<file path="src/design/keyboard_matrix_scanner_defs.svh">
// Timing, size and code constants for the keyboard matrix scanner
`ifndef KEYBOARD_MATRIX_SCANNER_DEFS_SVH
`define KEYBOARD_MATRIX_SCANNER_DEFS_SVH

`define KMS_CLK_HZ         200000000
`define KMS_SCAN_RATE_HZ   100
`define KMS_NUM_COLS       8
`define KMS_NUM_ROWS       4
`define KMS_DEBOUNCE_SCANS 3
`define KMS_CODE_NONE      4'h0
`define KMS_CODE_MULTI     4'hf
`define KMS_CODE_POS1      4'h1
`define KMS_CODE_POS2      4'h2
`define KMS_CODE_POS3      4'h3
`define KMS_CODE_POS4      4'h4
`define KMS_ROW_BIT0       4'h1
`define KMS_ROW_BIT1       4'h2
`define KMS_ROW_BIT2       4'h4
`define KMS_ROW_BIT3       4'h8

`endif

</file>
<file path="src/design/keyboard_matrix_scanner_pkg.sv">
// Types shared by the keyboard matrix scanner modules
package keyboard_matrix_scanner_pkg;
  typedef logic [3:0] key_code_t;
  typedef enum logic [0:0] {ST_PROBE, ST_SCAN} scan_state_e;
endpackage : keyboard_matrix_scanner_pkg

</file>
<file path="src/design/key_position_encode.sv">
// Row nibble to key position code encoder
`timescale 1ns/1ps
`default_nettype none
`include "keyboard_matrix_scanner_defs.svh"
module key_position_encode
  import keyboard_matrix_scanner_pkg::*;
(
  input  wire logic [3:0] row_act,
  output var  key_code_t  code
);
  always_comb
  begin
    case (row_act)
      `KMS_CODE_NONE: code = `KMS_CODE_NONE;
      `KMS_ROW_BIT0:  code = `KMS_CODE_POS1;
      `KMS_ROW_BIT1:  code = `KMS_CODE_POS2;
      `KMS_ROW_BIT2:  code = `KMS_CODE_POS3;
      `KMS_ROW_BIT3:  code = `KMS_CODE_POS4;
      default:        code = `KMS_CODE_MULTI;
    endcase
  end
endmodule : key_position_encode
`default_nettype wire

</file>
<file path="src/design/keyboard_matrix_scanner.sv">
// Keyboard matrix scanner: walking-zero column drive, row encode, debounce
`timescale 1ns/1ps
`default_nettype none
`include "keyboard_matrix_scanner_defs.svh"
module keyboard_matrix_scanner
  import keyboard_matrix_scanner_pkg::*;
#(
  parameter int unsigned N_COLS      = `KMS_NUM_COLS,
  parameter int unsigned DEB_SCANS   = `KMS_DEBOUNCE_SCANS,
  parameter int unsigned SCAN_CYCLES = `KMS_CLK_HZ / `KMS_SCAN_RATE_HZ,
  parameter int unsigned COL_W       = $clog2(N_COLS)
)
(
  input  wire logic              ref_clk,
  input  wire logic              rst_n,
  input  wire logic              scan_en,
  input  wire logic              precoded_en,
  input  wire logic [3:0]        row_n,
  output var  logic [N_COLS-1:0] col_oe,
  output var  logic [COL_W-1:0]  digit_sel,
  output var  logic              key_flag,
  output var  logic              key_valid,
  output var  logic              key_down,
  output var  key_code_t         key_code,
  output var  logic [COL_W-1:0]  key_col
);
  localparam int unsigned COL_DWELL  = (SCAN_CYCLES / N_COLS < 1) ? 1 : SCAN_CYCLES / N_COLS;
  localparam logic [31:0] DWELL_LAST = 32'(COL_DWELL - 1);
  localparam int unsigned CNT_W      = $clog2(DEB_SCANS + 1);
  localparam logic [CNT_W-1:0] DEB_LAST = CNT_W'(DEB_SCANS - 1);
  localparam logic [CNT_W-1:0] DEB_MAX  = CNT_W'(DEB_SCANS);
  localparam logic [COL_W-1:0] COL_LAST = COL_W'(N_COLS - 1);

  logic [3:0]        row_meta_ff;
  logic [3:0]        row_sync_ff;
  scan_state_e       state_ff;
  logic [31:0]       dwell_ff;
  logic [COL_W-1:0]  col_idx_ff;
  logic [N_COLS-1:0] col_oe_ff;
  logic              scan_hit_ff;
  logic              key_flag_ff;
  logic              key_valid_ff;
  logic              key_down_ff;
  key_code_t         key_code_ff;
  logic [COL_W-1:0]  key_col_ff;
  key_code_t         last_code_ff [N_COLS];
  logic [CNT_W-1:0]  deb_cnt_ff   [N_COLS];

  logic      dwell_end;
  logic      sample;
  logic      any_row;
  logic [3:0] row_act;
  key_code_t enc_code;
  key_code_t obs_code;

  // Pressed key pulls its row low through the low column
  assign row_act   = ~row_sync_ff;
  assign any_row   = |row_act;
  assign dwell_end = (dwell_ff == DWELL_LAST);
  assign sample    = (state_ff == ST_SCAN) && dwell_end;

  key_position_encode u_encode (
    .row_act (row_act),
    .code    (enc_code)
  );

  // Precoded keyboards present their code on the row pins directly
  assign obs_code = precoded_en ? row_act : enc_code;

  // Row pins are asynchronous to ref_clk
  always_ff @(posedge ref_clk or negedge rst_n)
  begin
    if (!rst_n)
    begin
      row_meta_ff <= 4'hf;
      row_sync_ff <= 4'hf;
    end
    else
    begin
      row_meta_ff <= row_n;
      row_sync_ff <= row_meta_ff;
    end
  end

  // Column walk. Each column is held a full dwell so rows settle before the
  // sample at its end; the dwell also sets the full-scan rate.
  always_ff @(posedge ref_clk or negedge rst_n)
  begin
    if (!rst_n)
    begin
      state_ff    <= ST_PROBE;
      dwell_ff    <= 32'h0000_0000;
      col_idx_ff  <= '0;
      col_oe_ff   <= '1;
      scan_hit_ff <= 1'b0;
    end
    else if (!scan_en)
    begin
      // Driver disabled: every column low, all keys seen together
      state_ff    <= ST_PROBE;
      dwell_ff    <= 32'h0000_0000;
      col_idx_ff  <= '0;
      col_oe_ff   <= '1;
      scan_hit_ff <= 1'b0;
    end
    else if (!dwell_end)
    begin
      dwell_ff <= dwell_ff + 32'h0000_0001;
    end
    else
    begin
      dwell_ff <= 32'h0000_0000;
      case (state_ff)
        ST_PROBE:
        begin
          if (any_row)
          begin
            state_ff    <= ST_SCAN;
            col_idx_ff  <= '0;
            col_oe_ff   <= {{(N_COLS-1){1'b0}}, 1'b1};
            scan_hit_ff <= 1'b0;
          end
        end
        ST_SCAN:
        begin
          if (col_idx_ff == COL_LAST)
          begin
            // A whole scan with nothing pressed falls back to the cheap probe
            if (!scan_hit_ff && !any_row)
            begin
              state_ff  <= ST_PROBE;
              col_oe_ff <= '1;
            end
            else
            begin
              col_oe_ff <= {{(N_COLS-1){1'b0}}, 1'b1};
            end
            col_idx_ff  <= '0;
            scan_hit_ff <= 1'b0;
          end
          else
          begin
            col_idx_ff  <= col_idx_ff + COL_W'(1);
            col_oe_ff   <= {col_oe_ff[N_COLS-2:0], 1'b0};
            scan_hit_ff <= scan_hit_ff | any_row;
          end
        end
        default:
        begin
          state_ff  <= ST_PROBE;
          col_oe_ff <= '1;
        end
      endcase
    end
  end

  // Per-column debounce: a code must repeat on DEB_SCANS consecutive scans
  always_ff @(posedge ref_clk or negedge rst_n)
  begin
    if (!rst_n)
    begin
      for (int i = 0; i < N_COLS; i++)
      begin
        last_code_ff[i] <= `KMS_CODE_NONE;
        deb_cnt_ff[i]   <= '0;
      end
    end
    else if (sample)
    begin
      if (obs_code == last_code_ff[col_idx_ff])
      begin
        if (deb_cnt_ff[col_idx_ff] != DEB_MAX)
        begin
          deb_cnt_ff[col_idx_ff] <= deb_cnt_ff[col_idx_ff] + CNT_W'(1);
        end
      end
      else
      begin
        last_code_ff[col_idx_ff] <= obs_code;
        deb_cnt_ff[col_idx_ff]   <= CNT_W'(1);
      end
    end
  end

  // Accepted-key report
  always_ff @(posedge ref_clk or negedge rst_n)
  begin
    if (!rst_n)
    begin
      key_valid_ff <= 1'b0;
      key_down_ff  <= 1'b0;
      key_code_ff  <= `KMS_CODE_NONE;
      key_col_ff   <= '0;
    end
    else
    begin
      key_valid_ff <= 1'b0;
      if (sample && obs_code == last_code_ff[col_idx_ff]
          && deb_cnt_ff[col_idx_ff] == DEB_LAST)
      begin
        if (obs_code != `KMS_CODE_NONE)
        begin
          key_valid_ff <= 1'b1;
          key_down_ff  <= 1'b1;
          key_code_ff  <= obs_code;
          key_col_ff   <= col_idx_ff;
        end
        else if (col_idx_ff == key_col_ff)
        begin
          key_down_ff <= 1'b0;
        end
      end
      else if (state_ff == ST_PROBE && dwell_end && !any_row)
      begin
        key_down_ff <= 1'b0;
      end
    end
  end

  // Any-key detect, read from the row lines
  always_ff @(posedge ref_clk or negedge rst_n)
  begin
    if (!rst_n)
    begin
      key_flag_ff <= 1'b0;
    end
    else
    begin
      key_flag_ff <= any_row;
    end
  end

  // Open-drain columns: released lines float high, so a key shorting
  // two columns can only pull the pair low
  assign col_oe    = col_oe_ff;
  assign digit_sel = col_idx_ff;
  assign key_flag  = key_flag_ff;
  assign key_valid = key_valid_ff;
  assign key_down  = key_down_ff;
  assign key_code  = key_code_ff;
  assign key_col   = key_col_ff;
endmodule : keyboard_matrix_scanner
`default_nettype wire

</file>
<file path="config.mk">
export PLATFORM = sky130hd
export DESIGN_NAME = keyboard_matrix_scanner
export DESIGN_NICKNAME = d
export VERILOG_FILES = /design/src/design/keyboard_matrix_scanner_pkg.sv /design/src/design/key_position_encode.sv /design/src/design/keyboard_matrix_scanner.sv
export VERILOG_INCLUDE_DIRS = /design/src /design/src/design
export SDC_FILE = /design/constraint.sdc
export NUM_CORES = 1
export LEC_CHECK = 0
export BUFFER_PORTS_ARGS = -buffer_cell sky130_fd_sc_hd__buf_4
export CAP_MARGIN = 10
export CORE_MARGIN = 1.5
export CORE_UTILIZATION = 55
export CTS_CLUSTER_SIZE = 8
export DETAILED_ROUTE_END_ITERATION = 8
export HOLD_SLACK_MARGIN = 0.15
export PLACE_DENSITY = 0.82
export SYNTH_ARGS = -nofsm -noshare
export SYNTH_HDL_FRONTEND = slang
export SYNTH_SLANG_ARGS = --single-unit
</file>
<file path="constraint.sdc">
create_clock -name ref_clk -period 4.52 [get_ports ref_clk]
set_input_delay 0.678 -clock ref_clk [delete_from_list [all_inputs] [get_ports ref_clk]]
set_output_delay 0.678 -clock ref_clk [all_outputs]
set_load 0.05 [all_outputs]
</file>
* After elaboration in Yosys (flattened, before gate mapping)
Index checks and enable logic that the tools add are counted.
Storage, ports and cells: bits of input ports 8, output and inout port bits 21, bits in registers 111
Cells by class: bitwise logic cells 8, eq/ne operators 14, $add $sub $neg 3, magnitude comparators 2, reduce and logical (&&, ||, !) cells 18, multiplexer cells 46
Operators by type and width (count):
- 2-to-1 mux 32 bit | 2
- 2-to-1 mux 8 bit | 5
- adder 32 x 1 -> 32 bit, second input constant | 1
- bitwise mux 32 bit | 1
- equality test 32 x 18 -> 1 bit, second input constant | 1
- 2-to-1 mux 16 bit | 2
- one-hot mux 4 bit (5 select lines) | 1
- bitwise mux 16 bit | 1
- 2-to-1 mux 4 bit | 4
- one-hot mux 8 bit (2 select lines) | 1
- 2-to-1 mux 1 bit | 15
- binary-select mux 4 bit (select 3 bit) | 1
- demux 4 bit (select 3 bit) | 1
- 2-to-1 mux 3 bit | 4
- AND reduction 2 bit | 5
- AND 8 bit | 1
- NOT 8 bit | 1
- OR 8 bit | 1
- logical AND 1 bit | 7
- binary-select mux 2 bit (select 3 bit) | 1
- demux 2 bit (select 3 bit) | 1
- 2-to-1 mux 2 bit | 3
- one-hot mux 3 bit (2 select lines) | 1
- equality test 4 x 1 -> 1 bit, second input constant | 1
- other kinds (25) | 29

* Logic depth before layout (Yosys ltp)
word-level depth 9, depth in mapped cells 15, depth with buffers taken out 11

* Modules after synthesis
A second synthesis with hierarchy kept.
Second synthesis, totals: cell total of the unflattened synthesis 496, area, all modules 5529.1 sq um
Modules (own cells, without submodules):
- keyboard_matrix_scanner | instances 1, cells each 487, sequential area each 2797.7 sq um, area each 5477.8 sq um
- key_position_encode | instances 1, cells each 9, sequential area each 0.0 sq um, area each 51.3 sq um

* Least setup slack after synthesis
OpenSTA, ideal clock, no wires.
path type reg-to-reg, start register col_idx_ff[1], in the netlist digit_sel[1], end register key_col_ff[0], in the netlist key_col[0], clock period less this slack 3.771 ns, arrival time 3.646 ns, required time 4.395 ns, cell stages (with the launch flop) 13, setup slack 0.749 ns, library setup time 0.125 ns, path buffers 4, path through dfrtp_1 buf_6 buf_2 buf_1 mux4_2 o21ai_0 ha_1 nand2_1 or4_1 a31oi_1 and4_1 buf_2 mux2_2
On the way: longest elaborated chain between the ends 8, elaborated cells on any way between the ends 12
Ends and longest elaborated chain:
- from (decl) | line keyboard_matrix_scanner.sv:38 | logic [COL_W-1:0] col_idx_ff;
- from (signal assigned) | line keyboard_matrix_scanner.sv:143 | col_idx_ff <= col_idx_ff + COL_W'(1);
- NOT 3 -> 4 bit (implied by the code) (*) | line keyboard_matrix_scanner.sv:198, keyboard_matrix_scanner.sv:199
- binary-select mux 4 bit (select 3 bit) | line keyboard_matrix_scanner.sv:198 | if (sample && obs_code == last_code_ff[col_idx_ff]
- 2-to-1 mux 4 bit (implied by the code) (2 in series) | line keyboard_matrix_scanner.sv:198
- equality test 4 bit | line keyboard_matrix_scanner.sv:198
- logical AND 1 bit | line keyboard_matrix_scanner.sv:198
- logical AND 1 bit (*) | line keyboard_matrix_scanner.sv:199 | && deb_cnt_ff[col_idx_ff] == DEB_LAST)
- AND reduction 2 bit (no line) (*)
- to (signal assigned) | line keyboard_matrix_scanner.sv:206 | key_col_ff <= col_idx_ff;
- to (decl) | line keyboard_matrix_scanner.sv:45 | logic [COL_W-1:0] key_col_ff;
Every way passes the cells marked *; elsewhere a longest branch is shown, timed or not. The select of a mux whose other input is x is not followed. A chain may end at the register's enable or synchronous reset.

* Final worst setup path
start register dwell_ff[25], end register col_idx_ff[0], in the netlist digit_sel[0]
On the way: longest elaborated chain between the ends 3
Ends and longest elaborated chain:
- from (decl) | line keyboard_matrix_scanner.sv:37 | logic [31:0] dwell_ff;
- from (signal assigned) | line keyboard_matrix_scanner.sv:108 | dwell_ff <= dwell_ff + 32'h0000_0001;
- equality test 32 x 18 -> 1 bit | line keyboard_matrix_scanner.sv:59 | assign dwell_end = (dwell_ff == DWELL_LAST);
- != test 2 x 1 -> 1 bit (no line)
- AND reduction 2 bit (no line)
Every way passes these cells.

==> reports/metrics.cfg <==
[timing]
setup_ws_ns = 1.15
tightest_slew_ns = 1.12
finClkSkew_ns = 0.0109
slew_viol_final = 0
hold_viol = 0
slew_headroom_pct = 24.5
period_share_pct = 74.5
timing.fmax_mhz = 297
finalCriticalPeriod_ns = 3.37
finalSetupTns_ns = 0
rsz0062_at_grt = no
setup_viol = 0

[die]
start_util_pct = 56.4
fp.dieH_um = 106
core_um2 = 10300
pin_count = 29
die_w_um = 106
row_count = 37
dieArea_um2 = 11200

[cts]
cts_tree = built
clk_latency_ns = 0.37
root_buffer = clkbuf_8
clk_pin_slew_ns = 0.11
cts.repair.resized = 0
cts_hold_buf = 0
cts_setup_buffers = 0
numClockSinks = 111
numCtsBuffers = 9
htree_levels = 3
clk_path_buf_depth = 2

[global_routing]
use_met1_pct = 30.6
met3_usage_pct = 3.53
grt_pass1_vias = 4405
grt_antenna_before_repair = 0
top_usage_layer = met2
gr-usage-met2_pct = 40.3
grt_util_all_layers_pct = 23.7
grt_pass1_wl_um = 21200
grt_overflow = 0
grt_max_degree = 79

[detailed_routing]
wl_um = 12400
wl_per_cell_um = 17.8
num_vias = 4271
final_antenna_net_count = 0
drtIter0Drc = 246
vias_per_cell = 6.12
first_pass_iters = 5
drc_errors = 0

[synth]
synth_top_area_cell = dfrtp_1
netlist_area_um2 = 5800
synth_edf_count = 0
syn-num-nets = 547
synth_cells = 534
ys_seq_area_share_pct = 48.2
ys_async_sr_fraction_pct = 100
syn-mean-instance-area_um2 = 10.9
synth_top_area_share_pct = 41.0
synthFlopType = dfrtp_1
yosys_warnings = 0
ys_ff_latch = 111
synthTopCellsByArea = dfrtp_1 41%, dfstp_2 7.2%, mux2_4 5.2%
synth_cell_types = 66

[cells_and_area]
layout-drive-gt1-share_pct = 23.1
n_antenna_cell = 0
area_growth_pct = 8.93
fill_cells = 848
final_nets = 570

[power]
pwr_density_cell_nw_per_um2 = 269
p_seq_share_pct = 59.3
p_clk_share_pct = 35.1
peakVddDrop_uv = 175
power_mw = 1.70
p_sw_mw = 0.418
power.leakage_nw = 2.45
p_sw_share_pct = 24.6
combPwrFrac_pct = 5.5
internal_power_mw = 1.28

[critical_path]
r2r-end = digit_sel[0]
critical_path_class = register to register
r2r_setup_slack_ns = 1.15
critical_path.startpoint = dwell_ff[25]
crit_end = digit_sel[0]
crit_fanout = 11
startpoint_type = register
r2r-start = dwell_ff[25]
critPathArrivalTime_ns = 3.66
cp.required_ns = 4.82
worstSetupEndpointType = register
r2r_cells = 6

[placed_design]
place.gp.congestion = 0.908
place.port_buffers = 28
place_ws_ns = 1.25
dp_hpwl_um = 8660

[run]
maxCapViolCount = 0

[worst_hold_path]
hp-class = register to register

[status]
status = finished, final reports clean

==> cell usage in the layout, fill, tap and decap left out, types with 5 or more instances in the layout <==
cell type,n
o21ai_0,23
buf_4,38
a41oi_1,9
dfstp_2,16
and4_1,9
nor2_1,50
or3_1,10
a2bb2oi_1,9
xnor2_1,15
mux2_4,20
o22ai_1,8
nor4_1,9
xor2_1,15
a21oi_1,17
a31oi_4,5
inv_1,30
dfrtp_1,95
nand2b_1,6
ha_1,5
clkbuf_8,10
mux2i_1,5
nor3_1,11
nand2_1,25
mux2_2,18
nand4_1,14
nand3_1,26
==> critical path, cell delays in order, from the launching register on <==
cell and delay (ns):
dfrtp_1 0.44, nor4_1 0.38, nand4_1 0.36, nor3_1 0.79
o21ai_0 0.65, or3_1 0.51, a21oi_1 0.15
==> sequential cells by signal (all words and copies together), names as in the netlist, 3 cells and up <==
register,flops
deb_cnt_ff,16
key_col,3
digit_sel,3
row_meta_ff,4
key_code,4
last_code_ff,32
dwell_ff,32
row_sync_ff,4
col_oe,8
==> logic make-up (layout without fill, tap and decap cells) <==
kind of cell	count (synthesis)	in the layout	share of synthesized area, %
fa+ha+maj	5	5	1.08
compound gates	101	101	13.9
flops	111	111	48.2
simple gates	182	182	16.5
buf+inv	56	84	4.31
mux	47	47	10.9
xor+xnor	32	32	5.09
==> power groups by stage <==
stage	Combinational (mW)	Sequential [mW]	Clock, mW
2_1_floorplan	0.0536	1.03	0
3_3_place_gp	0.0917	1.03	0
3_5_place_dp	0.0946	1.03	0
4_1_cts	0.0949	1.01	0.603
5_1_grt	0.104	1.01	0.634
6_report	0.0942	1.01	0.597
==> synth_stat cells (all sizes together), types with 2 or more instances <==
master	instances
o221ai	2
dfstp	16
mux4	3
o21ai	24
or2	4
or4	2
ha	5
xor2	17
nand4	15
a31oi	11
nor4	9
nand2	25
a311oi	2
o221a	2
a41oi	9
a2bb2oi	9
nor2	50
a21oi	17
nor3b	3
nand3	26
xnor2	15
o21a	4
buf	16
nand2b	6
nor3	11
mux2	39
o22ai	8
mux2i	5
inv	30
or3	11
a22oi	2
nand4b	2
dfrtp	95
clkbuf	10
and4	9
o32a	2
nand3b	2
and3	4
==> worst min path at each step <==
| stage | to | from | cells after the start |
|---|---|---|---|
| 5_1_grt | row_sync_ff[1] | row_meta_ff[1] | 0 |
| 4_1_cts | row_sync_ff[0] | row_meta_ff[0] | 0 |
| 3_5_place_dp | row_sync_ff[0] | row_meta_ff[0] | 0 |
| 3_3_place_gp | row_sync_ff[2] | row_meta_ff[2] | 0 |
| 2_1_floorplan | row_sync_ff[0] | row_meta_ff[0] | 0 |
| 6_report | row_sync_ff[1] | row_meta_ff[1] | 0 |
==> layer usage <==
metal	wire length, µm	part of all wire, %	vias to the layer above
li1	-	-	1982
met1	5280	43	2135
met2	6260	51	128
met3	584	4.7	26
met4	260	2.1	0
met5	0	0	-
==> metrics by stage <==
step / hold WS, ns / area [µm²] / utilization, % / instances
5_1_grt: 0.365 / 6320 / 61.5 / 698
4_1_cts: 0.363 / 6320 / 61.5 / 698
3_5_place_dp: 0.347 / 6120 / 59.5 / 682
2_1_floorplan: 0.345 / 5800 / - / 534
6_report: 0.360 / 6320 / 61.5 / 698
3_3_place_gp: 0.346 / 6120 / 59.5 / 682
==> cell type report <==
| type | count | area, µm² | area share [%] |
|---|---|---|---|
| sequential | 111 | 2800 | 44.3 |
| multi-input combinational | 367 | 2750 | 43.6 |
| timing repair buffer | 38 | 285 | 4.51 |
| tap | 136 | 170 | 2.69 |
| clock buffer | 12 | 166 | 2.63 |
| inverter | 30 | 113 | 1.78 |
| clock inverter | 4 | 33.8 | 0.535 |
Note: power is estimated with default switching activity, not from simulation.
